$ cat config.mk
export PLATFORM = sky130hd
export DESIGN_NAME = irqvr_top
export DESIGN_NICKNAME = d
export VERILOG_FILES = /design/src/design/irqvr_prio.v /design/src/design/irqvr_top.v /design/src/design/irqvr_vecaddr.v
export VERILOG_INCLUDE_DIRS = /design/src /design/src/design
export SDC_FILE = /design/constraint.sdc
export NUM_CORES = 1
export LEC_CHECK = 0
export CELL_PAD_IN_SITES_DETAIL_PLACEMENT = 1
export CELL_PAD_IN_SITES_GLOBAL_PLACEMENT = 1
export CORE_MARGIN = 2
export CORE_UTILIZATION = 40
export DETAILED_ROUTE_END_ITERATION = 8
export DONT_BUFFER_PORTS = 1
export PLACE_DENSITY_LB_ADDON = 0.1
export SLEW_MARGIN = 20
export SYNTH_ARGS = -nofsm -noshare
export SYNTH_HDL_FRONTEND = slang
export SYNTH_SLANG_ARGS = --single-unit
$ cat constraint.sdc
create_clock -name sys_clk -period 7.5 [get_ports sys_clk]
set_clock_uncertainty 0.2 [all_clocks]
set_input_delay 0.75 -clock sys_clk [delete_from_list [all_inputs] [get_ports sys_clk]]
set_output_delay 0.75 -clock sys_clk [all_outputs]
set_load 0.01 [all_outputs]
$ cat src/design/irqvr_regs.vh
/*
 Constants for the interrupt entry, return and vector redirect block.
 Assumes inclusion by bare name from design files only.
*/
`ifndef IRQVR_REGS_VH
`define IRQVR_REGS_VH
// APB byte addresses of the block's own registers
`define IRQVR_OFF_CTRL 12'h000
`define IRQVR_OFF_STAT 12'h004
`define IRQVR_OFF_PEND 12'h008
`define IRQVR_OFF_CUR 12'h00C
`define IRQVR_OFF_VEC 12'h010
`define IRQVR_OFF_SP 12'h014
`define IRQVR_OFF_PROT 12'h018
`define IRQVR_OFF_OPT 12'h01C
`define IRQVR_OFF_NEXTPC 12'h020
`define IRQVR_OFF_CPU 12'h024
// Nonvolatile byte locations
`define IRQVR_ADDR_PROT 16'hFFBD
`define IRQVR_ADDR_OPT 16'hFFBF
// Vector table
`define IRQVR_VEC_BASE 16'hFFC0
`define IRQVR_VEC_IRQ_END 16'hFFFD
`define IRQVR_VEC_RESET 16'hFFFE
// Field positions
`define IRQVR_CCR_I_BIT 3
`define IRQVR_OPT_NORED_BIT 6
`define IRQVR_CTRL_INSTR_BIT 0
`define IRQVR_CTRL_SWI_BIT 1
`define IRQVR_CTRL_RTI_BIT 2
`define IRQVR_CTRL_CLI_BIT 3
// Reset values
`define IRQVR_RST_CCR 8'h08
`define IRQVR_RST_SP 16'h00FF
`define IRQVR_RST_PROT 8'hFF
`define IRQVR_RST_OPT 8'hFF
// Prefill byte count
`define IRQVR_PREFILL 2'h3
`endif

$ cat src/design/irqvr_prio.v
/*
 Priority encoder over the pending interrupt sources.
 Assumes source 0 is the highest priority; purely combinational.
*/
`default_nettype none
module irqvr_prio (
  // Requests
  input wire [30:0] pend,
  // Result
  output reg any,
  output reg [4:0] idx
);
  integer i;
  // Lowest numbered pending source wins
  always @* begin
    any = 1'b0;
    idx = 5'h00;
    for (i = 30; i >= 0; i = i - 1) begin
      if (pend[i]) begin
        any = 1'b1;
        idx = i[4:0];
      end
    end
  end
endmodule
`default_nettype wire

$ cat src/design/irqvr_top.v
/*
 Interrupt entry, return and vector redirect unit of an 8-bit CPU.
 Assumes APB3 register access, one stack/program memory port that answers
 each request with mem_ack, and level interrupt requests held until serviced.
*/
// Function
// - Reset sets the global interrupt mask in the condition code register.
// - A qualified request waits for the current instruction to finish.
// - Hardware entry uses the same sequence as the software interrupt instruction.
// - After stacking, the mask bit is set against nesting.
// - Fetch highest-priority vector, then prefill three program bytes from it.
// - Several pending at mask clear: highest priority serviced first.
// - Stack pointer addresses next free byte; write, then decrement.
// - Push program counter low byte first, condition code register last.
// - After stacking, pointer is one below the condition code location.
// - Stacked program counter is the next instruction address.
// - Return restores condition code, accumulator, low index and counter.
// - High index byte is never stacked or restored by hardware.
// - Any block protection makes the vector locations protected.
// - Redirection enabled when the redirect-disable option bit is zero.
// - Redirection only when some but not all flash is protected.
// - Interrupt vectors are redirected; the reset vector never is.
`default_nettype none
`include "irqvr_regs.vh"
module irqvr_top (
  // Clock and reset
  input wire sys_clk,
  input wire reset_n,
  // APB slave
  input wire psel,
  input wire penable,
  input wire pwrite,
  input wire [11:0] paddr,
  input wire [31:0] pwdata,
  output reg [31:0] prdata,
  output reg pready,
  output reg pslverr,
  // Interrupt requests
  input wire [30:0] irq_req,
  // Memory port
  output reg mem_req,
  output reg mem_we,
  output reg [15:0] mem_addr,
  output reg [7:0] mem_wdata,
  input wire [7:0] mem_rdata,
  input wire mem_ack,
  // Status
  output reg busy,
  output reg [7:0] condition_code_reg
);
  // States
  localparam ST_IDLE = 4'h0;
  localparam ST_PUSH = 4'h1;
  localparam ST_VECH = 4'h2;
  localparam ST_VECL = 4'h3;
  localparam ST_FILL = 4'h4;
  localparam ST_PULL = 4'h5;
  localparam ST_LOADP = 4'h6;
  localparam ST_LOADO = 4'h7;

  reg [3:0] state_ff;
  reg [2:0] step_ff;
  reg [1:0] fill_ff;
  reg [15:0] sp_ff;
  reg [15:0] pc_ff;
  reg [15:0] next_pc_ff;
  reg [7:0] acc_ff;
  reg [7:0] xlo_ff;
  reg [7:0] prot_ff;
  reg [7:0] opt_ff;
  reg [30:0] pend_ff;
  reg [4:0] cur_ff;
  reg cur_reset_ff;
  reg instr_done_ff;
  reg swi_ff;
  reg rti_ff;
  reg [23:0] queue_ff;
  reg [15:0] vec_addr_ff;
  reg entry_done_ff;
  reg [7:0] nxt_push;
  wire prio_any;
  wire [4:0] prio_idx;
  wire redir;
  wire [15:0] vec_addr;
  wire apb_wr;

  // Decode one APB address against a register offset
  function hit;
    input [11:0] a;
    input [11:0] off;
    begin
      hit = (a == off);
    end
  endfunction

  irqvr_prio u_prio (
    .pend(pend_ff),
    .any(prio_any),
    .idx(prio_idx)
  );

  irqvr_vecaddr u_vec (
    .idx(cur_ff),
    .is_reset(cur_reset_ff),
    .prot(prot_ff),
    .opt(opt_ff),
    .redir(redir),
    .addr(vec_addr)
  );

  assign apb_wr = psel & penable & pwrite & pready;

  // Byte pushed in each stacking step
  always @* begin
    case (step_ff)
      3'h0: nxt_push = pc_ff[7:0];
      3'h1: nxt_push = pc_ff[15:8];
      3'h2: nxt_push = xlo_ff;
      3'h3: nxt_push = acc_ff;
      default: nxt_push = condition_code_reg;
    endcase
  end

  // APB: one wait state, answers in the second access cycle
  always @(posedge sys_clk) begin
    if (!reset_n) begin
      pready <= 1'b0;
      pslverr <= 1'b0;
      prdata <= 32'h00000000;
    end else begin
      pready <= psel & penable & ~pready;
      pslverr <= 1'b0;
      if (psel & penable & ~pready) begin
        prdata <= 32'h00000000;
        if (hit(paddr, `IRQVR_OFF_STAT)) begin
          prdata <= {24'h000000, redir, entry_done_ff, busy, state_ff, condition_code_reg[`IRQVR_CCR_I_BIT]};
        end else if (hit(paddr, `IRQVR_OFF_PEND)) begin
          prdata <= {1'b0, pend_ff};
        end else if (hit(paddr, `IRQVR_OFF_CUR)) begin
          prdata <= {27'h0000000, cur_ff};
        end else if (hit(paddr, `IRQVR_OFF_VEC)) begin
          prdata <= {8'h00, queue_ff};
        end else if (hit(paddr, `IRQVR_OFF_SP)) begin
          prdata <= {16'h0000, sp_ff};
        end else if (hit(paddr, `IRQVR_OFF_PROT)) begin
          prdata <= {24'h000000, prot_ff};
        end else if (hit(paddr, `IRQVR_OFF_OPT)) begin
          prdata <= {24'h000000, opt_ff};
        end else if (hit(paddr, `IRQVR_OFF_NEXTPC)) begin
          prdata <= {16'h0000, pc_ff};
        end else if (hit(paddr, `IRQVR_OFF_CPU)) begin
          prdata <= {8'h00, condition_code_reg, acc_ff, xlo_ff};
        end else if (!hit(paddr, `IRQVR_OFF_CTRL)) begin
          pslverr <= 1'b1; // Unmapped address
        end
      end
    end
  end

  // Main sequencer
  always @(posedge sys_clk) begin
    if (!reset_n) begin
      state_ff <= ST_LOADP;
      step_ff <= 3'h0;
      fill_ff <= 2'h0;
      sp_ff <= `IRQVR_RST_SP;
      pc_ff <= 16'h0000;
      next_pc_ff <= 16'h0000;
      acc_ff <= 8'h00;
      xlo_ff <= 8'h00;
      prot_ff <= `IRQVR_RST_PROT;
      opt_ff <= `IRQVR_RST_OPT;
      pend_ff <= 31'h00000000;
      cur_ff <= 5'h00;
      cur_reset_ff <= 1'b0;
      instr_done_ff <= 1'b0;
      swi_ff <= 1'b0;
      rti_ff <= 1'b0;
      queue_ff <= 24'h000000;
      vec_addr_ff <= 16'h0000;
      entry_done_ff <= 1'b0;
      condition_code_reg <= `IRQVR_RST_CCR;
      busy <= 1'b1;
      mem_req <= 1'b0;
      mem_we <= 1'b0;
      mem_addr <= 16'h0000;
      mem_wdata <= 8'h00;
    end else begin
      // Requests latch and stay until their entry starts
      pend_ff <= pend_ff | irq_req;
      entry_done_ff <= 1'b0;
      // Software control strobes and CPU state writes
      if (apb_wr && hit(paddr, `IRQVR_OFF_CTRL)) begin
        if (pwdata[`IRQVR_CTRL_INSTR_BIT]) instr_done_ff <= 1'b1;
        if (pwdata[`IRQVR_CTRL_SWI_BIT]) swi_ff <= 1'b1;
        if (pwdata[`IRQVR_CTRL_RTI_BIT]) rti_ff <= 1'b1;
        if (pwdata[`IRQVR_CTRL_CLI_BIT]) condition_code_reg[`IRQVR_CCR_I_BIT] <= 1'b0;
      end
      if (apb_wr && hit(paddr, `IRQVR_OFF_SP)) sp_ff <= pwdata[15:0];
      if (apb_wr && hit(paddr, `IRQVR_OFF_NEXTPC)) next_pc_ff <= pwdata[15:0];
      if (apb_wr && hit(paddr, `IRQVR_OFF_CPU)) begin
        condition_code_reg <= pwdata[23:16];
        acc_ff <= pwdata[15:8];
        xlo_ff <= pwdata[7:0];
      end
      case (state_ff)
        // Copy nonvolatile bytes after reset, then fetch reset vector
        ST_LOADP: begin
          mem_req <= 1'b1;
          mem_addr <= `IRQVR_ADDR_PROT;
          if (mem_req && mem_ack) begin
            prot_ff <= mem_rdata;
            mem_req <= 1'b0;
            state_ff <= ST_LOADO;
          end
        end
        ST_LOADO: begin
          mem_req <= 1'b1;
          mem_addr <= `IRQVR_ADDR_OPT;
          if (mem_req && mem_ack) begin
            opt_ff <= mem_rdata;
            mem_req <= 1'b0;
            cur_reset_ff <= 1'b1;
            state_ff <= ST_VECH;
          end
        end
        ST_IDLE: begin
          busy <= 1'b0;
          // Wait for instruction boundary before any response
          if (instr_done_ff) begin
            instr_done_ff <= 1'b0;
            pc_ff <= next_pc_ff;
            if (rti_ff) begin
              rti_ff <= 1'b0;
              busy <= 1'b1;
              step_ff <= 3'h0;
              state_ff <= ST_PULL;
            end else if (swi_ff || (prio_any && !condition_code_reg[`IRQVR_CCR_I_BIT])) begin
              // Software instruction is unmaskable and uses vector slot 0
              busy <= 1'b1;
              cur_reset_ff <= 1'b0;
              if (!swi_ff) begin
                cur_ff <= prio_idx + 5'h01;
                pend_ff[prio_idx] <= irq_req[prio_idx]; // A request in this same cycle stays pending
              end else begin
                cur_ff <= 5'h00;
                swi_ff <= 1'b0;
              end
              step_ff <= 3'h0;
              state_ff <= ST_PUSH;
            end
          end
        end
        // Stack five bytes, write then decrement
        ST_PUSH: begin
          mem_req <= 1'b1;
          mem_we <= 1'b1;
          mem_addr <= sp_ff;
          mem_wdata <= nxt_push;
          if (mem_req && mem_ack) begin
            mem_req <= 1'b0;
            mem_we <= 1'b0;
            sp_ff <= sp_ff - 16'h0001;
            if (step_ff == 3'h4) begin
              condition_code_reg[`IRQVR_CCR_I_BIT] <= 1'b1;
              state_ff <= ST_VECH;
            end else begin
              step_ff <= step_ff + 3'h1;
            end
          end
        end
        // Vector high then low byte
        ST_VECH: begin
          mem_req <= 1'b1;
          mem_addr <= vec_addr;
          if (mem_req && mem_ack) begin
            mem_req <= 1'b0;
            vec_addr_ff[15:8] <= mem_rdata;
            state_ff <= ST_VECL;
          end
        end
        ST_VECL: begin
          mem_req <= 1'b1;
          mem_addr <= vec_addr + 16'h0001;
          if (mem_req && mem_ack) begin
            mem_req <= 1'b0;
            vec_addr_ff[7:0] <= mem_rdata;
            fill_ff <= 2'h0;
            state_ff <= ST_FILL;
          end
        end
        // Prefill the instruction queue with three bytes
        ST_FILL: begin
          mem_req <= 1'b1;
          mem_addr <= vec_addr_ff + {14'h0000, fill_ff};
          if (mem_req && mem_ack) begin
            mem_req <= 1'b0;
            queue_ff <= {queue_ff[15:0], mem_rdata};
            if (fill_ff == `IRQVR_PREFILL - 2'h1) begin
              pc_ff <= vec_addr_ff + {14'h0000, `IRQVR_PREFILL};
              entry_done_ff <= 1'b1;
              state_ff <= ST_IDLE;
            end else begin
              fill_ff <= fill_ff + 2'h1;
            end
          end
        end
        // Unstack in reverse order: CONDITION_CODE_REG, A, X, PC high, PC low
        ST_PULL: begin
          mem_req <= 1'b1;
          mem_addr <= sp_ff + 16'h0001;
          if (mem_req && mem_ack) begin
            mem_req <= 1'b0;
            sp_ff <= sp_ff + 16'h0001;
            case (step_ff)
              3'h0: condition_code_reg <= mem_rdata;
              3'h1: acc_ff <= mem_rdata;
              3'h2: xlo_ff <= mem_rdata;
              3'h3: pc_ff[15:8] <= mem_rdata;
              default: pc_ff[7:0] <= mem_rdata;
            endcase
            if (step_ff == 3'h4) begin
              state_ff <= ST_IDLE;
            end else begin
              step_ff <= step_ff + 3'h1;
            end
          end
        end
        default: state_ff <= ST_IDLE;
      endcase
    end
  end
endmodule
`default_nettype wire

$ cat src/design/irqvr_vecaddr.v
/*
 Vector address generator with redirection.
 Assumes protect byte bits 7:1 name the last unprotected 512-byte page; protection starts one page higher.
*/
`default_nettype none
`include "irqvr_regs.vh"
module irqvr_vecaddr (
  // Source and nonvolatile bytes
  input wire [4:0] idx,
  input wire is_reset,
  input wire [7:0] prot,
  input wire [7:0] opt,
  // Result
  output wire redir,
  output wire [15:0] addr
);
  wire prot_on;
  wire prot_all;
  wire [15:0] def_addr;
  wire [15:0] prot_start;
  // Protection active when enable bit (bit 0) is zero
  assign prot_on = ~prot[0];
  assign prot_all = prot_on & (prot[7:1] == 7'h00);
  assign redir = ~opt[`IRQVR_OPT_NORED_BIT] & prot_on & ~prot_all;
  assign def_addr = `IRQVR_VEC_IRQ_END - 16'h0001 - {10'h000, idx, 1'b0};
  assign prot_start = {prot[7:1], 9'h000} + 16'h0200;
  // Same offset within the table, just below the protected region
  assign addr = is_reset ? `IRQVR_VEC_RESET :
    (redir ? (prot_start - 16'h0040 + {10'h000, def_addr[5:0]}) : def_addr);
endmodule
`default_nettype wire
Word-level counts from Yosys, hierarchy flattened
Index checks and enable logic that the tools add are counted.
{ "word_totals": {"regBits": 239, "in_bits": 89} }
{ "op_classes": {"addsub": 12, "magnitude_cmp": 2, "eq_ne": 40, "mux": 166, "bitwise": 15, "n_reduce_logical": 35} }
{ "ops": {"columns": ["op", "count"], "rows": [
  ["two-way mux 31 bit", 7],
  ["two-way mux 24 bit", 7],
  ["two-way mux 5 bit", 32],
  ["two-way mux 16 bit", 9],
  ["one-hot mux 16 bit (7 select lines)", 1],
  ["two-way mux 8 bit", 13],
  ["two-way mux 1 bit", 63],
  ["two-way mux 4 bit", 14],
  ["== test 12 x 5 -> 1 bit (second input constant)", 4],
  ["one-hot mux 16 bit (3 select lines)", 1],
  ["adder 16 x 1 -> 16 bit (second input constant)", 2],
  ["inequality test 2 bit (second input constant)", 16],
  ["one-hot mux 16 bit (2 select lines)", 1],
  ["one-hot mux 4 bit (8 select lines)", 1],
  ["one-hot mux 8 bit (4 select lines)", 1],
  ["bitwise mux 31 bit", 1],
  ["OR 31 bit", 1],
  ["== test 12 x 4 -> 1 bit (second input constant)", 2],
  ["== test 12 x 6 -> 1 bit (second input constant)", 2],
  ["two-way mux 3 bit", 6],
  ["adder 16 x 10 -> 16 bit (second input constant)", 1],
  ["adder 16 x 2 -> 16 bit", 1],
  ["adder 16 x 2 -> 16 bit (second input constant)", 1],
  ["adder 16 x 6 -> 16 bit", 1],
  ["other kinds (46)", 82]
]} }

Logic depth before layout (Yosys ltp)
Gate-level depths: netlist of the first run.
{ "depth": {"ltp_word": 41, "depth_mapped": 11, "mapped_depth_nobuf": 10} }

Hierarchy
From an unflattened synthesis of the first run, not the netlist that was laid out.
{ "unflattened": {"hier_cells": 1885, "area_unflattened_um2": 14421.3} }
{ "modules_own_cells": {"columns": ["mod", "n_inst", "cells_each", "area_each_um2", "seq_area_each_um2"], "rows": [
  ["irqvr_top", 1, 1789, 13820.8, 4744.6],
  ["irqvr_prio", 1, 65, 354.1, 0.0],
  ["irqvr_vecaddr", 1, 31, 246.5, 0.0]
]} }

Worst setup path before layout of the first run
OpenSTA, ideal clock, no wires.
{ "synth_timing": {"kind": "input to register", "from": "input port paddr[9]", "to": "register sp_ff[3]", "arrival_ns": 2.629, "t_required_ns": 7.157, "slack_ns": 4.529, "stages": 8, "n_path_buf": 1, "path_cell_list": "nor4_2 > nand4b_1 > nor2_1 > inv_1 > nor2_2 > buf_2 > mux2i_1 > o221ai_1"} }
{ "synth_between": {"elab_chain_len": 5, "word_cells_on_any_way": 6, "classes_between": "1 x eq/ne; 4 x mux; 1 x reduce/logical"} }
{ "synth_lines": {"columns": ["element", "line", "text"], "rows": [
  ["from (decl)", "irqvr_top.v:33", "input wire [11:0] paddr,"],
  ["== test 12 x 5 -> 1 bit *", "irqvr_top.v:92", "hit = (a == off);"],
  ["logical AND 1 bit *", "irqvr_top.v:199", "if (apb_wr && hit(paddr, `IRQVR_OFF_SP)) sp_ff <= pwdata[15:0];"],
  ["two-way mux 16 bit *", "irqvr_top.v:199", null],
  ["two-way mux 16 bit, on equally long branches", "irqvr_top.v:312, irqvr_top.v:260", null],
  ["one-hot mux 16 bit (2 select lines) *", "irqvr_top.v:206", "case (state_ff)"],
  ["to (signal assigned)", "irqvr_top.v:199", null],
  ["to (signal assigned)", "irqvr_top.v:263", "sp_ff <= sp_ff - 16'h0001;"],
  ["to (signal assigned)", "irqvr_top.v:314", "sp_ff <= sp_ff + 16'h0001;"],
  ["to (decl)", "irqvr_top.v:64", "reg [15:0] sp_ff;"]
]} }
Mark *: on every way between the ends. The rest lies on a longest branch, timed or not.
A chain may end at the register's enable or synchronous reset.

Worst setup path after layout of the first run
{ "layout_timing": {"from": "register pend_ff[16]", "to": "register pend_ff[24]"} }
{ "layout_between": {"elab_chain_len": 27, "word_cells_on_any_way": 49, "classes_between": "2 x order compare; 44 x mux; 3 x reduce/logical"} }
{ "layout_lines": {"columns": ["element", "line", "text"], "rows": [
  ["from (decl)", "irqvr_top.v:71", "reg [30:0] pend_ff;"],
  ["from (signal assigned)", "irqvr_top.v:190", "pend_ff <= pend_ff | irq_req;"],
  ["from (signal, indexed assignment)", "irqvr_top.v:244", "pend_ff[prio_idx] <= irq_req[prio_idx];"],
  ["two-way mux 5 bit (17 in a row)", "irqvr_prio.v:19", "if (pend[i]) begin"],
  ["< comparator 5 x 6 -> 1 bit (implied by the code) or greater-or-equal comparator 5 x 1 -> 1 bit (tied branches)", "irqvr_top.v:244", null],
  ["logical AND 1 bit (implied by the code)", "irqvr_top.v:244", null],
  ["two-way mux 1 bit (implied by the code)", "irqvr_top.v:244", null],
  ["demux 1 bit (select 5 bit)", "irqvr_top.v:244", null],
  ["bitwise mux 31 bit", "irqvr_top.v:244", null],
  ["two-way mux 31 bit", "irqvr_top.v:242", "if (!swi_ff) begin"],
  ["two-way mux 31 bit *", "irqvr_top.v:238", "end else if (swi_ff || (prio_any && !condition_code_reg[`IRQVR_CCR_I_BIT])) begin"],
  ["two-way mux 31 bit *", "irqvr_top.v:233", "if (rti_ff) begin"],
  ["two-way mux 31 bit *", "irqvr_top.v:230", "if (instr_done_ff) begin"],
  ["two-way mux 31 bit *", "irqvr_top.v:206", null]
]} }
Mark *: on every way between the ends. The rest lies on a longest branch, timed or not. The select of a mux whose other input is x is not followed.

==> reports/summary.txt, run 1 <==
fmax: 0.264 GHz
r2r endpoint: pend_ff[24]
DRC viols: 0
1st-iter DRT viols: 841
CP Launch Type: flip-flop
Worst Tran Pin Value: 1.11 ns
RSZ-0062 raised after global routing: no
Cell Area, Synth: 13100 um^2
vias in the first global route: 12860
die height: 185 um
DRT Wirelength: 54400 um
WP buf/inv: 1
diode count: 0
Nets: 1723
Worst Setup SP: pend_ff[16]
Crit path max-delay family: compound AO/OA/AOI/OAI gates
Core Rows: 66
First-pass DRT Iterations: 7
Setup Fix Bufs, Post-CTS: 0
CP Depth: 9
maxcap violations: 0
met2 wire length: 25200 um
Post-synth EDFFs: 0
I/O pin cnt: 158
Hold Crit Class: in -> reg
CP Capture Type: flip-flop
setup TNS: 0 ns
Tcrit/Tclk final: 0.505
PortBufs: 0
DR vias/cell: 6.28
dpl hpwl: 39400 um
CP peak stage delay: 0.78 ns
Setup CP Type: reg -> reg
Final GP Congestion: 0.878
Fin. Hold Viols: 0
first-pass GRT wire length: 81000 um
share of layout cells above drive strength 1: 0.0643
largest net degree at the start of global routing: 96
Resized cells post-CTS: 0
via count: 13036
CTS tree: yes
worst r2r src: pend_ff[16]
die area: 34300 um^2
GRT Total Usage: 0.314
WL met3: 3990 um
top flop regs: pend_ff: 31 flops, prdata: 31 flops, queue_ff: 24 flops
Arr. time, crit path: 3.97 ns
worst-path cell chain: or3_1 -> a211oi_1 -> o31ai_1 -> a211oi_4 -> inv_4 -> mux2i_1 -> o221ai_2 -> nor4_4 -> a21oi_1
leading cell type in the layout, fill and taps excluded: nand2_1
min Tclk post-route: 3.79 ns
core area: 32500 um^2
max_slew headroom: 0.258
clock net sink count: 237
WL per Instance: 26.2 um
Initial Utilization: 0.404
crit path max fanout: 19
chip width: 185 um
Worst-path clk slew: 0.06 ns
R2R cell count: 9
peak supply drop: 0.169 mV
most frequent cells in the layout: nand2_1, dfxtp_1, nor2_1
Synthesized Nets: 1811
Worst path slowest cell: nor4_4
status: completed
uppermost layer routed: met4
Synth Register Bits: 237
GR Overflow Total: 0
Netlist cell types: 77
placed instance count: 2026
Async SR Flop Fraction: 0
Pins Over Slew Limit: 0
PwrDens: 239 nW/um^2
ANT nets after route: 0
Clock Tree Buf Depth: 3
initial antenna violation count: 0
Inserted Clock Buffers: 28
Syn Inst Count: 1702
met1 wire length: 22800 um
Leak: 4.79 nW
Final Non-Filler Cells: 2076
Req. time, crit path: 7.68 ns
setup slack, reg-to-reg: 3.71 ns
Final Setup Violations: 0
Mapped Avg Cell Area: 7.71 um^2
H-tree levels: 1
Syn. warnings: 0
Layout area overhead: 8.20%
clk root buf: clkbuf_16
Seq/Total Area, Yosys: 0.362
Clk Latency, worst-skew pair: 0.56 ns
top_reg_cell synth: dfxtp_1
fill count: 3950
CP Capture Point: pend_ff[24]
hold_buf cts: 0
-- power breakdown --
group	internal (W)	total [W]	switching, W
Clock	0.000810	0.00138	0.000572
Sequential	0.00134	0.00147	0.000130
Combinational	0.000182	0.000544	0.000362
-- metrics by stage --
| stage | power, W | hold slack [ns] | utilization | area (um^2) | worst slack, ns |
|---|---|---|---|---|---|
| detailed placement | 0.00204 | 0.247 | 0.409 | 13300 | 3.58 |
| global placement | 0.00203 | 0.242 | 0.409 | 13300 | 3.65 |
| CTS | 0.00342 | 0.0448 | 0.437 | 14200 | 3.71 |
| global route | 0.00354 | 0.0633 | 0.438 | 14200 | 3.35 |
| finish | 0.00340 | 0.0861 | 0.438 | 14200 | 3.71 |
| floorplan | 0.00186 | 0.232 | - | 13100 | 4.53 |
-- synth_stat cells (4+ instances only) --
cell type  count  area share
a31oi_1       20      0.0095
o2111ai_1      7      0.0047
buf_2          5      0.0019
a21o_1        11      0.0063
a221oi_1       9      0.0060
xor2_1        31       0.021
a211oi_1      63       0.036
nor2b_1       11      0.0052
o211ai_1      20       0.011
and2_1         9      0.0043
a22oi_1       60       0.034
nor3_1        34       0.013
or2_2          8      0.0038
or4_1          9      0.0051
o221ai_1       6      0.0040
nand2_1      250       0.072
o31ai_1       22       0.013
nor2_1       186       0.053
ha_1          19       0.018
o22a_1        10      0.0067
o22ai_1        8      0.0038
xnor2_1       28       0.019
mux2i_1       55       0.042
o21ai_0       54       0.021
and3_1        11      0.0052
mux2_2         8      0.0069
nand3_1       65       0.025
inv_1         27      0.0077
nor4_1        14      0.0067
a311oi_1      10      0.0067
or3_1         10      0.0048
nand2b_1      10      0.0048
clkbuf_1     118       0.034
a21oi_1      163       0.062
dfxtp_1      237        0.36
o221a_2        5      0.0043
buf_1          5      0.0014
a222oi_1       5      0.0038
nand4_1       11      0.0052
nand3b_1       4      0.0023
-- metal layers --
metal,global-route usage,vias to the layer above
li1,-,5986
met3,0.0653,100
met2,0.520,422
met5,0,-
met4,0.128,0
met1,0.397,6528
-- kinds of logic after synthesis --
logic type               count (synthesis)  share of synthesized area
adder cells (fa/ha/maj)                 20                     0.0196
buffers and inverters                  163                     0.0493
XOR/XNOR                                59                     0.0394
other                                    1                   0.000286
AND/OR/NAND/NOR                        648                      0.222
multiplexers                            63                     0.0488
AO/OA/AOI/OAI                          511                      0.259
flip-flops                             237                      0.362
-- area by class of cell --
| class | count | area [um^2] | area share |
|---|---|---|---|
| multi-input combinational | 1302 | 7760 | 0.547 |
| sequential | 237 | 4740 | 0.334 |
| clock buffer | 39 | 803 | 0.0566 |
| tap | 442 | 553 | 0.0389 |
| inverter | 31 | 121 | 0.00855 |
| clock inverter | 11 | 108 | 0.00758 |
| timing repair buffer | 14 | 105 | 0.00740 |
-- worst min path at each step --
| stage | cells after the start | end | startpoint | slack [ns] |
|---|---|---|---|---|
| final | 1 | sp_ff[0] | reset_n | 0.09 |
| after global placement | 2 | next_pc_ff[1] | next_pc_ff[1] | 0.24 |
| after detailed placement | 2 | queue_ff[23] | queue_ff[23] | 0.25 |
| after global routing | 1 | prot_ff[2] | reset_n | 0.06 |
| after floorplan | 2 | opt_ff[4] | opt_ff[4] | 0.23 |
| after CTS | 1 | sp_ff[0] | reset_n | 0.04 |
Note: power is estimated with default switching activity, not from simulation.
==> run 2, diff against run 1 <==
--- a/config.mk
+++ b/config.mk
@@ -6,6 +6,7 @@
 export SDC_FILE = /design/constraint.sdc
 export NUM_CORES = 1
 export LEC_CHECK = 0
+export ABC_AREA = 1
 export CELL_PAD_IN_SITES_DETAIL_PLACEMENT = 1
 export CELL_PAD_IN_SITES_GLOBAL_PLACEMENT = 1
 export CORE_MARGIN = 2
==> constraint.sdc (replaced) <==
create_clock -name sys_clk -period 3.5 [get_ports sys_clk]
set_clock_uncertainty 0.2 [all_clocks]
set_input_delay 0.35 -clock sys_clk [delete_from_list [all_inputs] [get_ports sys_clk]]
set_output_delay 0.35 -clock sys_clk [all_outputs]
set_load 0.01 [all_outputs]
==> run 2 against run 1 <==
The flow now finishes with violations (negative setup slack). Sequential share of layout area shrank 4.8 points. Wire length grew 19%. Via count grew 19%. Count of clock-buffer cells in the layout grew 1. Synthesized area grew 4.2%. Sequential power grew 130%. Clock power grew 130%. Die area grew 4.1%. Utilization grew 5.5 points. Critical path type unchanged. Critical endpoint is now pend_ff[0].
==> reports/summary.txt, run 2 <==
GRT Total Usage: 0.350 (+0.0365)
share of layout cells above drive strength 1: 0.104 (+0.0395)
H-tree levels: 1 (unchanged)
Setup CP Type: reg -> reg
Synthesized Nets: 2178 (+20%)
die height: 189 um (+2.0%)
P_sw: 0.00328 W (+210%)
setup slack, reg-to-reg: -0.006 ns (-3.72 ns)
violated checks: negative setup slack
Final Non-Filler Cells: 2638 (+27%)
First-pass DRT Iterations: 5 (-2)
Clock Tree Buf Depth: 3 (unchanged)
max_slew headroom: 0.342 (+0.0837)
Syn Inst Count: 2069 (+22%)
CP Launch Type: flip-flop
Inserted Clock Buffers: 29 (+3.6%)
Worst Tran Pin Value: 0.984 ns (-0.126 ns)
Pint: 0.00575 W (+150%)
via count: 15555 (+19%)
CP Capture Type: flip-flop
DR vias/cell: 5.90 (-6.1%)
die area: 35700 um^2 (+4.1%)
PortBufs: 0 (unchanged)
Pwr Total: 0.00903 W (+170%)
hold slack final: 0.0363 ns (-0.0498 ns)
r2r endpoint: pend_ff[0]
finished layout cell area: 16600 um^2 (+17%)
WL per Instance: 24.5 um (-6.3%)
Nets: 2274 (+32%)
R2R cell count: 41 (+32)
Hold Crit Depth: 2 (+1)
Pins Over Slew Limit: 0 (unchanged)
Layout area overhead: 21.1%
most frequent CP cell: nand2_1
Cell Area, Synth: 13700 um^2 (+4.2%)
Hold Crit Class: in -> reg
CTS tree: yes
Clock power frac: 0.359 (-0.048)
fmax: 0.285 GHz (+8.0%)
final cell utilization of the core: 0.493 (+0.0553)
ANT nets after route: 0 (unchanged)
top flop regs: pend_ff: 31 flops, prdata: 31 flops, queue_ff: 24 flops
worst hold start: mem_rdata[5]
Leak: 6.68 nW (+39%)
RSZ-0062 raised after global routing: yes
Async SR Flop Fraction: 0 (unchanged)
DRC viols: 0 (unchanged)
Final Setup Violations: 1 (+1)
GR Overflow Total: 0 (unchanged)
Seq/Total Area, Yosys: 0.347 (-0.0146)
chip width: 189 um (+2.0%)
Mapped Avg Cell Area: 6.61 um^2 (-14%)
Clk Latency, worst-skew pair: 0.58 ns (+0.02 ns)
Yosys top cell by area: dfxtp_1
largest net degree at the start of global routing: 111 (+16%)
Syn. warnings: 0 (unchanged)
Initial Utilization: 0.407 (+0.00247)
peak supply drop: 0.372 mV (+120%)
worst r2r src: pend_ff[28]
Synth Register Bits: 237 (unchanged)
dpl hpwl: 46400 um (+18%)
top_reg_cell synth: dfxtp_1
1st-iter DRT viols: 1345 (+60%)
Final GP Congestion: 1.02 (+16%)
most common cell in the synthesized netlist: nand2_1
core area: 33600 um^2 (+3.6%)
status: finished, violations left
leading cell type in the layout, fill and taps excluded: nand2_1
Post-synth EDFFs: 0 (unchanged)
most frequent cells in the layout: nand2_1, inv_1, nor2_1
placed instance count: 2506 (+24%)
Placed Instance Area: 14500 um^2 (+9.3%)
CP peak stage delay: 0.32 ns (-0.46 ns)
hold endpoint: queue_ff[5]
share of the synthesized area in the top cell type: 0.347 (-0.0146)
Flop pwr share: 0.368 (-0.065)
first-pass GRT wire length: 95400 um (+18%)
Core Rows: 67 (+1.5%)
clock net sink count: 237 (unchanged)
Req. time, crit path: 3.79 ns (-3.89 ns)
DRT Wirelength: 64700 um (+19%)
clk root buf: clkbuf_16
initial antenna violation count: 3 (+3)
Netlist cell types: 49 (-36%)
vias in the first global route: 15520 (+21%)
PwrDens: 545 nW/um^2 (+130%)
min Tclk post-route: 3.51 ns (-0.280 ns)
Fin. Hold Viols: 0 (unchanged)
I/O pin cnt: 158 (unchanged)
Worst path slowest cell: dfxtp_2
crit path max fanout: 7 (-12)
Arr. time, crit path: 3.79 ns (-0.18 ns)
Tcrit/Tclk final: 1.00 (+0.497)
dominant cells by area after synthesis: dfxtp_1, nand2_1, inv_1, o21ai_0, a21oi_1
post-route setup slack: -0.00585 ns (-3.72 ns)
Comb pwr share: 0.273 (+0.113)
Synth top cells by count: nand2_1, inv_1, nor2_1, dfxtp_1, o21ai_0
Worst-path clk slew: 0.07 ns (about the same)
maxcap violations: 0 (unchanged)
sw frac: 0.363 (+0.0502)
run 2: cell count changes after synthesis, moves of 22 or more:
cell and change:
inv_1 +272, o21ai_0 +142, nand2_1 +112, nor2_1 +57
a211oi_1 -55, a22oi_1 -55, mux2i_1 -55, clkbuf_1 -36
o211ai_1 +35, a21oi_1 +30, nand3_2 +30, xnor2_1 -27
nor3_1 +24, xor2_1 -22
run 2: timing repair:
item,4_1_cts,5_1_grt
setup buffers,3,1
endpoints found under the setup margin,15,36
gates resized for setup,8,49
cloned,3,4
hold buffers,69,0
endpoints found under the hold margin,178,0
pin swaps,2,14
run 2: area by class of cell:
type / instances / area, um^2
fillers: 4338 / 17000
repair buffers: 155 / 1540
well taps: 448 / 561
clock inverters: 13 / 175
inverters: 316 / 1190
flip-flops and latches: 237 / 4750
clock buffers: 40 / 837
multi-input cells: 1426 / 7510
diodes: 3 / 7.51
run 2: per-layer routing:
layer / part of all wire / global-route usage
met5: 0 / 0
met4: 0.044 / 0.137
met3: 0.081 / 0.0656
met2: 0.44 / 0.540
met1: 0.44 / 0.483
run 2: power by group through the flow:
stage | Combinational, W | Sequential, W | Clock [W]
floorplan | 0.00145 | 0.00322 | 0
global placement | 0.00211 | 0.00336 | 0
detailed placement | 0.00217 | 0.00336 | 0
CTS | 0.00238 | 0.00331 | 0.00328
global route | 0.00269 | 0.00334 | 0.00338
finish | 0.00246 | 0.00333 | 0.00324
run 2: logic make-up (layout without fill, tap and decap cells):
group,after synthesis,in the layout,synth area share
other,1,4,0.000274
xor gates and xnor gates,10,10,0.00640
adders and majority gates,20,20,0.0188
buffers and inverters,408,524,0.118
and+or+nand+nor,823,825,0.264
DFF,237,237,0.347
AOI/OAI and AO/OA,570,570,0.246
run 2: worst max-delay path: cells and delay by family, from the launching register on:
kind	cells	cell delay, ns
buffers and inverters	5	0.53
AND/OR/NAND/NOR	36	2.34
flip-flops	1	0.32
run 2: worst max-delay path by stage:
stage	startpoint	endpoint	slack [ns]
floorplan	pend_ff[28]	pend_ff[23]	0.54
global placement	pend_ff[28]	pend_ff[0]	0.09
detailed placement	pend_ff[28]	pend_ff[11]	0.006
CTS	pend_ff[28]	pend_ff[29]	0.01
global route	pend_ff[28]	pend_ff[17]	-0.31
finish	pend_ff[28]	pend_ff[0]	-0.006
run 2: per-stage QoR:
| step | setup TNS, ns | setup WS (ns) |
|---|---|---|
| finish | -0.00585 | -0.00585 |
| global route | -8.78 | -0.315 |
| CTS | 0 | 0.00975 |
| detailed placement | 0 | 0.00592 |
| global placement | 0 | 0.0942 |
| floorplan | 0 | 0.539 |
